[src/logic/tpst_pkg.sv]
// Purpose: Shared constants and types for the timer paced serial transmitter
// Assumes: 50 MHz system clock, APB register access
// Notes: Timing derived from the bit timer tick and the clock period
package tpst_pkg;

  // Clock and line timing
  localparam int CLK_PERIOD_NS = 20;
  localparam int TIMER_SRC_HZ = 8000000;
  localparam int TIMER_PRESCALE = 32;
  localparam int BAUD_RATE = 9600;
  localparam int BIT_TIME_US = 104;
  localparam int TICK_NS = (TIMER_PRESCALE * 1000) / (TIMER_SRC_HZ / 1000000);
  localparam int PRE_CYCLES_INT = TICK_NS / CLK_PERIOD_NS;
  localparam logic [7:0] PRE_LAST = 8'(PRE_CYCLES_INT - 1);
  localparam logic [4:0] BIT_TICKS_LAST = 5'h19;
  localparam logic [3:0] DATA_BITS = 4'h8;
  localparam logic [7:0] FIRST_MASK = 8'h01;

  // Bit timer status/control image
  localparam logic [7:0] TSC_RESET = 8'h10;
  localparam logic [7:0] TSC_CLEAR_CMD = 8'h60;
  localparam int TSC_OVF_POS = 7;
  localparam int TSC_RST_POS = 5;
  localparam int TSC_STOP_POS = 4;

  // Register offsets (byte addresses)
  localparam logic [7:0] ADDR_CTRL = 8'h00;
  localparam logic [7:0] ADDR_DATA = 8'h04;
  localparam logic [7:0] ADDR_STATUS = 8'h08;
  localparam logic [7:0] ADDR_TIMER = 8'h0c;
  localparam logic [7:0] ADDR_FRAMES = 8'h10;

  // Control field positions and reset value
  localparam int CTRL_DIR_POS = 0;
  localparam int CTRL_LVL_POS = 1;
  localparam int CTRL_EN_POS = 2;
  localparam logic [2:0] CTRL_RESET = 3'h7;

  // Buffer shape
  localparam int BUF_WIDTH = 8;
  localparam int BUF_DEPTH = 2;

  typedef struct packed {
    logic psel;
    logic penable;
    logic pwrite;
    logic [7:0] paddr;
    logic [31:0] pwdata;
  } tpst_apb_req_type;

  typedef struct packed {
    logic pready;
    logic pslverr;
    logic [31:0] prdata;
  } tpst_apb_rsp_type;

  typedef struct packed {
    logic tx_line_pin_o;
    logic tx_line_pin_oe;
    logic busy;
  } tpst_line_type;

endpackage

[src/logic/tpst_buffer.sv]
// Purpose: Two-entry valid/ready buffer between the bus and the sequencer
// Assumes: Single clock, reset already synchronised
// Notes: Full and empty come straight from the entry count
`timescale 1ns/1ps
`default_nettype none
module tpst_buffer #(
  parameter int WIDTH = tpst_pkg::BUF_WIDTH,
  parameter int DEPTH = tpst_pkg::BUF_DEPTH
) (
  // Clock and reset
  input wire logic clk,
  input wire logic rst_n,
  // Filling side
  input wire logic in_valid,
  output logic in_ready,
  input wire logic [WIDTH-1:0] in_data,
  // Draining side
  output logic out_valid,
  input wire logic out_ready,
  output logic [WIDTH-1:0] out_data,
  // Fill level
  output logic [$clog2(DEPTH+1)-1:0] level
);
  import tpst_pkg::*;

  localparam int AW = (DEPTH > 1) ? $clog2(DEPTH) : 1;
  localparam int CW = $clog2(DEPTH + 1);

  logic [WIDTH-1:0] mem_q [DEPTH];
  logic [AW-1:0] wr_q;
  logic [AW-1:0] rd_q;
  logic [CW-1:0] cnt_q;
  logic push;
  logic pop;

  // Honest full and empty, so a stalled drain really backs up the source
  assign in_ready = (cnt_q != CW'(DEPTH));
  assign out_valid = (cnt_q != '0);
  assign out_data = mem_q[rd_q];
  assign level = cnt_q;
  assign push = in_valid & in_ready;
  assign pop = out_valid & out_ready;

  // Storage written at the write index
  always_ff @(posedge clk)
  begin
    if (push)
    begin
      mem_q[wr_q] <= in_data;
    end
  end

  // Pointers wrap at the depth
  always_ff @(posedge clk or negedge rst_n)
  begin
    if (!rst_n)
    begin
      wr_q <= '0;
      rd_q <= '0;
    end
    else
    begin
      if (push)
      begin
        wr_q <= (wr_q == AW'(DEPTH - 1)) ? '0 : wr_q + AW'(1);
      end
      if (pop)
      begin
        rd_q <= (rd_q == AW'(DEPTH - 1)) ? '0 : rd_q + AW'(1);
      end
    end
  end

  // Entry count
  always_ff @(posedge clk or negedge rst_n)
  begin
    if (!rst_n)
    begin
      cnt_q <= '0;
    end
    else if (push && !pop)
    begin
      cnt_q <= cnt_q + CW'(1);
    end
    else if (pop && !push)
    begin
      cnt_q <= cnt_q - CW'(1);
    end
  end

endmodule
`default_nettype wire

[src/logic/tpst_top.sv]
// Purpose: Transmit-only asynchronous serial port paced by a modulo bit timer
// Assumes: 50 MHz sys_clk, APB slave for software, receiver on the far end
// Notes: Frame is start, 8 data bits LSB first, stop, then one idle gap cell
//
// The APB interface to the registers and the register addresses were decided locally.
`timescale 1ns/1ps
`default_nettype none
module tpst_top (
  // Clock and reset
  input wire logic sys_clk,
  input wire logic arst_n,
  // APB slave
  input wire tpst_pkg::tpst_apb_req_type apb_req,
  output tpst_pkg::tpst_apb_rsp_type apb_rsp,
  // Serial line
  output tpst_pkg::tpst_line_type line
);
  import tpst_pkg::*;

  typedef enum logic [4:0] {
    ST_IDLE = 5'b00001,
    ST_START = 5'b00010,
    ST_DATA = 5'b00100,
    ST_STOP = 5'b01000,
    ST_GAP = 5'b10000
  } tpst_state_type;

  // Apply a write to the timer status/control image
  function automatic logic [7:0] tsc_write(input logic [7:0] cmd);
    logic [7:0] v;
    v = cmd;
    v[TSC_OVF_POS] = 1'b0;
    v[TSC_RST_POS] = 1'b0;
    return v;
  endfunction

  logic rst_meta_q;
  logic rst_n;
  tpst_state_type state_q;
  logic [2:0] ctrl_q;
  logic [7:0] tsc_q;
  logic [7:0] pre_q;
  logic [4:0] tick_q;
  logic [3:0] bits_left_q;
  logic [7:0] mask_q;
  logic [7:0] byte_q;
  logic line_q;
  logic [15:0] frames_q;
  logic [31:0] prdata_q;
  logic [31:0] rd_val;
  logic pre_wrap;
  logic ovf_evt;
  logic ovf_seen;
  logic tx_start;
  logic timer_cmd;
  logic setup;
  logic access;
  logic mapped;
  logic data_wr;
  logic buf_in_valid;
  logic buf_in_ready;
  logic buf_out_valid;
  logic buf_out_ready;
  logic [7:0] buf_out_data;
  logic [1:0] buf_level;

  // Reset release through two flops; assertion stays asynchronous
  always_ff @(posedge sys_clk or negedge arst_n)
  begin
    if (!arst_n)
    begin
      rst_meta_q <= 1'b0;
      rst_n <= 1'b0;
    end
    else
    begin
      rst_meta_q <= 1'b1;
      rst_n <= rst_meta_q;
    end
  end

  // APB phase decode
  assign setup = apb_req.psel & ~apb_req.penable;
  assign access = apb_req.psel & apb_req.penable;
  assign mapped = (apb_req.paddr == ADDR_CTRL) | (apb_req.paddr == ADDR_DATA) |
                  (apb_req.paddr == ADDR_STATUS) | (apb_req.paddr == ADDR_TIMER) |
                  (apb_req.paddr == ADDR_FRAMES);
  assign data_wr = access & apb_req.pwrite & (apb_req.paddr == ADDR_DATA);

  // A data write waits while both buffer entries are in use
  assign apb_rsp.pready = access & (~data_wr | buf_in_ready);
  assign apb_rsp.pslverr = access & ~mapped;
  assign apb_rsp.prdata = prdata_q;
  assign buf_in_valid = data_wr;

  // Read mux; unmapped addresses read zero
  always_comb
  begin
    rd_val = '0;
    unique case (apb_req.paddr)
      ADDR_CTRL: rd_val = {29'h0000000, ctrl_q};
      ADDR_DATA: rd_val = {24'h000000, byte_q};
      ADDR_STATUS: rd_val = {28'h0000000, buf_level, line_q, ~state_q[0]};
      ADDR_TIMER: rd_val = {11'h000, tick_q, pre_q, tsc_q};
      ADDR_FRAMES: rd_val = {16'h0000, frames_q};
      default: rd_val = '0;
    endcase
  end

  // Read data latched in setup so the answer comes from a flop
  always_ff @(posedge sys_clk or negedge rst_n)
  begin
    if (!rst_n)
    begin
      prdata_q <= '0;
    end
    else if (setup)
    begin
      prdata_q <= apb_req.pwrite ? 32'h00000000 : rd_val;
    end
  end

  // Control register: direction, idle level, transmit enable
  always_ff @(posedge sys_clk or negedge rst_n)
  begin
    if (!rst_n)
    begin
      ctrl_q <= CTRL_RESET;
    end
    else if (access && apb_req.pwrite && apb_req.paddr == ADDR_CTRL)
    begin
      ctrl_q <= apb_req.pwdata[2:0];
    end
  end

  tpst_buffer #(
    .WIDTH(BUF_WIDTH),
    .DEPTH(BUF_DEPTH)
  ) u_buf (
    .clk(sys_clk),
    .rst_n(rst_n),
    .in_valid(buf_in_valid),
    .in_ready(buf_in_ready),
    .in_data(apb_req.pwdata[7:0]),
    .out_valid(buf_out_valid),
    .out_ready(buf_out_ready),
    .out_data(buf_out_data),
    .level(buf_level)
  );

  // Only an idle, enabled output takes the next byte
  assign buf_out_ready = state_q[0] & ctrl_q[CTRL_EN_POS] & ctrl_q[CTRL_DIR_POS];
  assign tx_start = buf_out_valid & buf_out_ready;

  // Prescaler wraps every 4 us worth of sys_clk cycles
  assign pre_wrap = ~tsc_q[TSC_STOP_POS] & (pre_q == PRE_LAST);
  assign ovf_evt = pre_wrap & (tick_q == BIT_TICKS_LAST);
  // Sequencer answers a pending overflow with the clear command
  assign ovf_seen = tsc_q[TSC_OVF_POS] & ~state_q[0];
  assign timer_cmd = ovf_seen | tx_start;

  // Prescaler and tick counter; a command restarts both from zero
  always_ff @(posedge sys_clk or negedge rst_n)
  begin
    if (!rst_n)
    begin
      pre_q <= '0;
      tick_q <= '0;
    end
    else if (timer_cmd || tsc_q[TSC_STOP_POS])
    begin
      pre_q <= '0;
      tick_q <= '0;
    end
    else if (pre_wrap)
    begin
      pre_q <= '0;
      tick_q <= (tick_q == BIT_TICKS_LAST) ? '0 : tick_q + 5'h01;
    end
    else
    begin
      pre_q <= pre_q + 8'h01;
    end
  end

  // Status/control image; a new overflow beats a clear in the same cycle
  always_ff @(posedge sys_clk or negedge rst_n)
  begin
    if (!rst_n)
    begin
      tsc_q <= TSC_RESET;
    end
    else
    begin
      if (timer_cmd)
      begin
        tsc_q <= tsc_write(TSC_CLEAR_CMD);
      end
      else if (state_q[0])
      begin
        tsc_q <= TSC_RESET; // Stopped while idle, saves power
      end
      if (ovf_evt)
      begin
        tsc_q[TSC_OVF_POS] <= 1'b1;
      end
    end
  end

  // Frame sequencer: leaves idle on a start; each later cell waits for one overflow
  always_ff @(posedge sys_clk or negedge rst_n)
  begin
    if (!rst_n)
    begin
      state_q <= ST_IDLE;
    end
    else
    begin
      unique case (state_q)
        ST_IDLE:
        begin
          if (tx_start)
          begin
            state_q <= ST_START;
          end
        end
        ST_START:
        begin
          if (ovf_seen)
          begin
            state_q <= ST_DATA;
          end
        end
        ST_DATA:
        begin
          if (ovf_seen && bits_left_q == 4'h1)
          begin
            state_q <= ST_STOP;
          end
        end
        ST_STOP:
        begin
          if (ovf_seen)
          begin
            state_q <= ST_GAP;
          end
        end
        ST_GAP:
        begin
          if (ovf_seen)
          begin
            state_q <= ST_IDLE;
          end
        end
      endcase
    end
  end

  // Byte holder, bit counter and walking mask
  always_ff @(posedge sys_clk or negedge rst_n)
  begin
    if (!rst_n)
    begin
      byte_q <= '0;
      bits_left_q <= '0;
      mask_q <= FIRST_MASK;
    end
    else if (tx_start)
    begin
      byte_q <= buf_out_data;
      bits_left_q <= DATA_BITS;
      mask_q <= FIRST_MASK;
    end
    else if (ovf_seen && state_q == ST_DATA)
    begin
      bits_left_q <= bits_left_q - 4'h1;
      mask_q <= {mask_q[6:0], 1'b0};
    end
  end

  // Line level changes only on a start, an answered overflow, or while idle to follow the idle level
  always_ff @(posedge sys_clk or negedge rst_n)
  begin
    if (!rst_n)
    begin
      line_q <= 1'b1;
    end
    else if (tx_start)
    begin
      line_q <= 1'b0;
    end
    else if (ovf_seen)
    begin
      if (state_q == ST_START || (state_q == ST_DATA && bits_left_q != 4'h1))
      begin
        // Next data bit; mask already points at it for the start cell
        line_q <= |(byte_q & (state_q == ST_START ? mask_q : {mask_q[6:0], 1'b0}));
      end
      else
      begin
        line_q <= 1'b1;
      end
    end
    else if (state_q[0])
    begin
      line_q <= ctrl_q[CTRL_LVL_POS];
    end
  end

  // Completed frame counter, wraps
  always_ff @(posedge sys_clk or negedge rst_n)
  begin
    if (!rst_n)
    begin
      frames_q <= '0;
    end
    else if (ovf_seen && state_q == ST_GAP)
    begin
      frames_q <= frames_q + 16'h0001;
    end
  end

  // Pin drive; one extra cycle per cell keeps error near 0.14 percent
  assign line.tx_line_pin_o = line_q;
  assign line.tx_line_pin_oe = ctrl_q[CTRL_DIR_POS];
  assign line.busy = ~state_q[0];

endmodule
`default_nettype wire

[config.mk]
export PLATFORM = sky130hd
export DESIGN_NAME = tpst_top
export DESIGN_NICKNAME = d
export VERILOG_FILES = /design/src/logic/tpst_pkg.sv /design/src/logic/tpst_buffer.sv /design/src/logic/tpst_top.sv
export SDC_FILE = /design/constraint.sdc
export NUM_CORES = 1
export LEC_CHECK = 0
export ABC_CLOCK_PERIOD_IN_PS = 2700
export BUFFER_PORTS_ARGS = -buffer_cell sky130_fd_sc_hd__buf_2
export CORE_MARGIN = 10
export CORE_UTILIZATION = 50
export CTS_CLUSTER_DIAMETER = 150
export CTS_CLUSTER_SIZE = 24
export DETAILED_ROUTE_END_ITERATION = 8
export GPL_TIMING_DRIVEN = 0
export PLACE_DENSITY = 0.72
export SLEW_MARGIN = 5
export SYNTH_ARGS = -nofsm -noshare
export SYNTH_HDL_FRONTEND = slang
export SYNTH_SLANG_ARGS = --single-unit
[constraint.sdc]
create_clock -name sys_clk -period 2.7 [get_ports sys_clk]
set_input_delay 0.54 -clock sys_clk [delete_from_list [all_inputs] [get_ports sys_clk]]
set_output_delay 0.54 -clock sys_clk [all_outputs]
set_load 0.005 [all_outputs]
# Yosys cells after proc, flatten, opt, wreduce, memory -nomap -nowiden

Memory sizes are Yosys's and may differ from the RTL's. A register that Yosys moved wholly into a read port is not among the register bits.
Cells that the tools add are included.

Register bits: 96
Bits in writable memories: 16
Output and inout bits: 37
Memories kept: 1

Add/sub/neg operators: 8
Equal/unequal tests: 19
Multiplexer cells: 31
Bitwise gates (word level): 25
Reduce and logical (&&, ||, !) cells: 23

Memory list:

| name        | depth | width | read ports | clocked after Yosys merged registers in | write ports | line              | text |
|---|---|---|---|---|---|---|---|
| u_buf.mem_q | 2     | 8     | 1          | 1                                       | 1           | tpst_buffer.sv:29 | `logic [WIDTH-1:0] mem_q [DEPTH];` |

Operator list:

| kind                                                 | count |
|---|---|
| one-hot mux 21 bit (5 select lines)                  | 1 |
| 2-to-1 mux 8 bit                                     | 7 |
| 2-to-1 mux 5 bit                                     | 8 |
| 2-to-1 mux 32 bit                                    | 1 |
| one-hot mux 5 bit (5 select lines)                   | 1 |
| adder 16 x 1 -> 16 bit (second input constant)       | 1 |
| equality test 8 x 4 -> 1 bit (second input constant) | 2 |
| AND 1 bit                                            | 13 |
| != test 2 bit (second input constant)                | 6 |
| equality test 5 bit (second input constant)          | 2 |
| nonzero test 2 bit                                   | 5 |
| 2-to-1 mux 1 bit                                     | 9 |
| adder 8 x 1 -> 8 bit (second input constant)         | 1 |
| AND 8 bit                                            | 1 |
| equality test 8 x 3 -> 1 bit (second input constant) | 1 |
| equality test 8 x 5 -> 1 bit (second input constant) | 1 |
| equality test 8 bit (second input constant)          | 1 |
| logical AND 1 bit                                    | 8 |
| zero test 8 bit                                      | 1 |
| 2-to-1 mux 4 bit                                     | 2 |
| OR reduction 8 bit                                   | 1 |
| OR 1 bit                                             | 6 |
| nonzero test 3 bit                                   | 2 |
| adder 5 x 1 -> 5 bit (second input constant)         | 1 |
| other kinds (15)                                     | 24 |

# Depth between registers and ports, before layout

Depth in word-level cells: 8
Depth in mapped cells: 8
Depth with buffers taken out: 7

# Hierarchy

A second synthesis with hierarchy kept.

Cell total of the unflattened synthesis: 483
Area, all modules: 5066.1 sq um

Modules (own cells, without submodules):

| module      | instances | cells an instance | area each (sq um) | sequential area each (sq um) |
|---|---|---|---|---|
| tpst_top    | 1         | 440               | 4279.1            | 2110.8 |
| tpst_buffer | 1         | 43                | 787.0             | 580.6 |

# Least setup slack after synthesis

No wires, ideal clock.

Kind: input -> register
Start: input apb_req[33] (netlist bit)
End: memory u_buf.mem_q[0][0] (netlist bit) (enable)
Arrival: 2413 ps
Required time: 2327 ps
Setup slack: -86 ps
Stages: 4
Path buffers: 0
Cell sequence: or4_4 > or4b_4 > nor4_4 > nor2b_1

Longest elaborated chain between the ends: 5

RTL lines:

| element                                | line              | text |
|---|---|---|
| start, declared                        | tpst_top.sv:13    | `input wire tpst_pkg::tpst_apb_req_type apb_req,` |
| equality test 8 x 3 -> 1 bit           | tpst_top.sv:88    | `assign data_wr = access & apb_req.pwrite & (apb_req.paddr == ADDR_DATA);` |
| AND 1 bit                              | tpst_top.sv:88    |  |
| AND 1 bit                              | tpst_buffer.sv:41 | `assign push = in_valid & in_ready;` |
| net u_buf.push                         | tpst_buffer.sv:33 | `logic push;` |
| 2-to-1 mux 1 bit                       | tpst_buffer.sv:47 | `if (push)` |
| 2-to-1 mux 1 bit (implied by the code) | tpst_buffer.sv:49 | `mem_q[wr_q] <= in_data;` |
| end, declared                          | tpst_buffer.sv:29 |  |

The timed path passes the listed nets, and every way through them passes these cells.

==> impl_metrics.py <==
metrics = {
    "run_status": {
        "status": "complete, no violations",
    },
    "drt": {
        "drtAntennaViolNets": 0,
        "vias": 3585,
        "drt_iter0_markers": 206,
        "remaining_drc_errors": 0,
        "vias_per_cell": 5.37,
        "drt_pre_antenna_iters": 5,
        "wl_mm": 10.3,
        "routedWlPerCell_um": 15.4,
    },
    "global_routing": {
        "grt_start_max_net_pins": 46,
        "grt_pass1_wl_mm": 17.4,
        "grt_pass1_vias": 3596,
        "grtUsageTotal": 0.147,
        "overflow": 0,
        "antenna_found_initial": 0,
    },
    "sta": {
        "worst-slew-pin-transition_ns": 0.845,
        "layout_min_cycle_time_ns": 2.64,
        "hold_viol": 0,
        "maxSlewViolCount": 0,
        "setup_ws_ns": 0.0580,
        "max-slew-margin-rel": 0.432,
        "fmax_mhz": 379,
        "worst_clock_skew_ns": 0.0122,
        "fin_crit_sh": 0.979,
        "rsz0062_at_grt": "false",
        "holdWs_ns": 0.325,
        "setup_violations": 0,
        "final.setup.tns_ns": 0,
    },
    "floorplan": {
        "dieArea_mm2": 0.0142,
        "start_util": 0.508,
        "core_area_mm2": 0.00968,
        "ios": 82,
        "core.rowCount": 36,
        "dieWidth_um": 119,
        "dieHeight_um": 119,
    },
    "placement": {
        "post-place-ws_ns": -0.244,
        "hpwl_mm": 7.74,
        "place_congestion": 0.849,
        "io_buffers": 45,
    },
    "critical_path": {
        "end_kind": "output pin",
        "worstPathRequired_ns": 2.16,
        "cp.arrival_ns": 2.10,
        "cp_max_fo": 3,
        "critPathLaunchType": "input pin",
        "critical_path_class": "input pin to output pin",
    },
    "yosys": {
        "synth_warnings": 0,
        "avgSynthCellArea_um2": 10.7,
        "ys.flop_type": "dfrtp_1",
        "netlist_instances": 458,
        "async_flop_share": 0.846,
        "mappedNetlistArea_mm2": 0.00492,
        "synth_edf_count": 16,
        "synth_cell_types": 56,
        "seq_area_frac_synth": 0.547,
        "ys_seq_elements": 104,
    },
    "clocking": {
        "clockRootBuffer": "clkbuf_8",
        "clock_sinks": 104,
        "tritoncts": "done",
        "cts_inserted_buffers": 9,
        "clkLatencyLatePin_ns": 0.36,
        "cts_buffer_depth": 2,
        "path_clk_slew_ns": 0.10,
        "htree_levels": 3,
    },
    "flow_run": {
        "drv_cap": 0,
    },
    "finish": {
        "fin_util": 0.578,
        "area_delta_synth_final_pct": 13.7,
        "layout-drive-gt1-share": 0.199,
        "final_nets": 581,
        "diodes": 0,
    },
    "pwr": {
        "p_total_uw": 2590,
        "power.leakage_uw": 0.00245,
        "powerDensity_mw_per_mm2": 464,
        "ir_worst_vdd_uv": 398,
    },
    "min_path": {
        "hp-class": "flop to async pin",
    },
}
==> per-stage QoR <==
stage                     instance area, um2  cells
after global routing                    5590    667
after floorplan                         4960    468
after global placement                  5350    646
after detailed placement                5370    647
after CTS                               5580    665
final                                   5590    667
==> kinds of logic after synthesis <==
kind of cell	synth area share
xor+xnor	0.0534
simple gates	0.177
flops	0.547
compound gates	0.0997
fa+ha+maj	0.0178
mux	0.0623
buf+inv	0.0410
other cells	0.00153
==> power by group <==
group / leakage, uW / internal [uW] / switching (uW)
registers: 0.00126 / 1590 / 14.2
clock network: 0.0000927 / 349 / 550
logic: 0.00109 / 36.2 / 51.1
==> worst max-delay path, stage by stage <==
cell and delay (ns):
buf_2 0.10, or4_4 0.54, or4b_4 0.58, nor2_4 0.11, a31oi_1 0.08, buf_2 0.14
==> layout make-up <==
class	instances	area [um2]
fillers	837	4090
inverters	9	33.8
plain buffers	31	171
repair buffers	50	278
multi-input cells	324	2070
well taps	133	166
clock buffers	10	128
flip-flops and latches	104	2700
clock inverters	6	51.3
==> layout by cell type, fill, tap and decap left out, types with 14 or more instances in the layout <==
| cell | n |
|---|---|
| xnor2_1 | 16 |
| o21ai_0 | 33 |
| xor2_1 | 14 |
| nor2_1 | 39 |
| buf_4 | 16 |
| nand2_1 | 58 |
| buf_2 | 47 |
| mux2i_1 | 25 |
| nand3_1 | 19 |
| dfrtp_1 | 80 |
| edfxtp_1 | 16 |
==> timing repair <==
action / CTS / global route
gates resized for setup: 2 / 2
pin swaps: 1 / 4
endpoints found under the setup margin: 2 / 2
hold buffers: 1 / 0
endpoints found under the hold margin: 2 / 0
buffers inserted: 1 / 2
==> state kept, by name (all words and copies together) (netlist names), 5 cells and up <==
register	count
byte_q	8
frames_q	16
mask_q	8
prdata_q	21
pre_q	8
state_q	5
tick_q	5
u_buf.mem_q	16
==> routing by layer <==
metal  global-route usage  vias up  wire, um
li1                     -     1731         -
met1                0.184     1741      4560
met2                0.236      102      4820
met3               0.0439       11       776
met4               0.0504        0       125
met5                    0        -         0
==> synth_stat cells (5+ instances only) <==
library cell | instances | share of area
inv_1 | 9 | 0.0069
a21oi_1 | 5 | 0.0051
xor2_1 | 14 | 0.025
a22oi_1 | 13 | 0.020
clkbuf_1 | 13 | 0.0099
nand3_1 | 19 | 0.019
dfstp_2 | 7 | 0.037
nand3b_1 | 6 | 0.0092
buf_4 | 13 | 0.020
ha_1 | 7 | 0.018
mux2i_1 | 25 | 0.051
nor2_1 | 39 | 0.030
mux2_2 | 5 | 0.011
and3_1 | 7 | 0.0089
nor3_1 | 6 | 0.0061
edfxtp_1 | 16 | 0.098
xnor2_1 | 16 | 0.028
dfrtp_1 | 81 | 0.41
o21ai_0 | 33 | 0.034
nand2_1 | 58 | 0.044
==> path summary, 6_finish.rpt <==
path | startpoint | end | slack (ns) | cells past startpoint
worst max-delay path | apb_req[39] | apb_rsp[33] | 0.06 | 6
worst min-delay path | rst_n | prdata_q[2] | 0.33 | 0
worst max register to register | state_q[3] | line_q | 0.26 | 6
worst min register to register | rst_n | prdata_q[2] | 0.33 | 0
max in group asynchronous | rst_n | tsc_q[4] | 1.69 | 1
min in group sys_clk | apb_req[5] | u_buf.mem_q[0][5] | 0.36 | 1
Power figures use the tool's default switching activity.
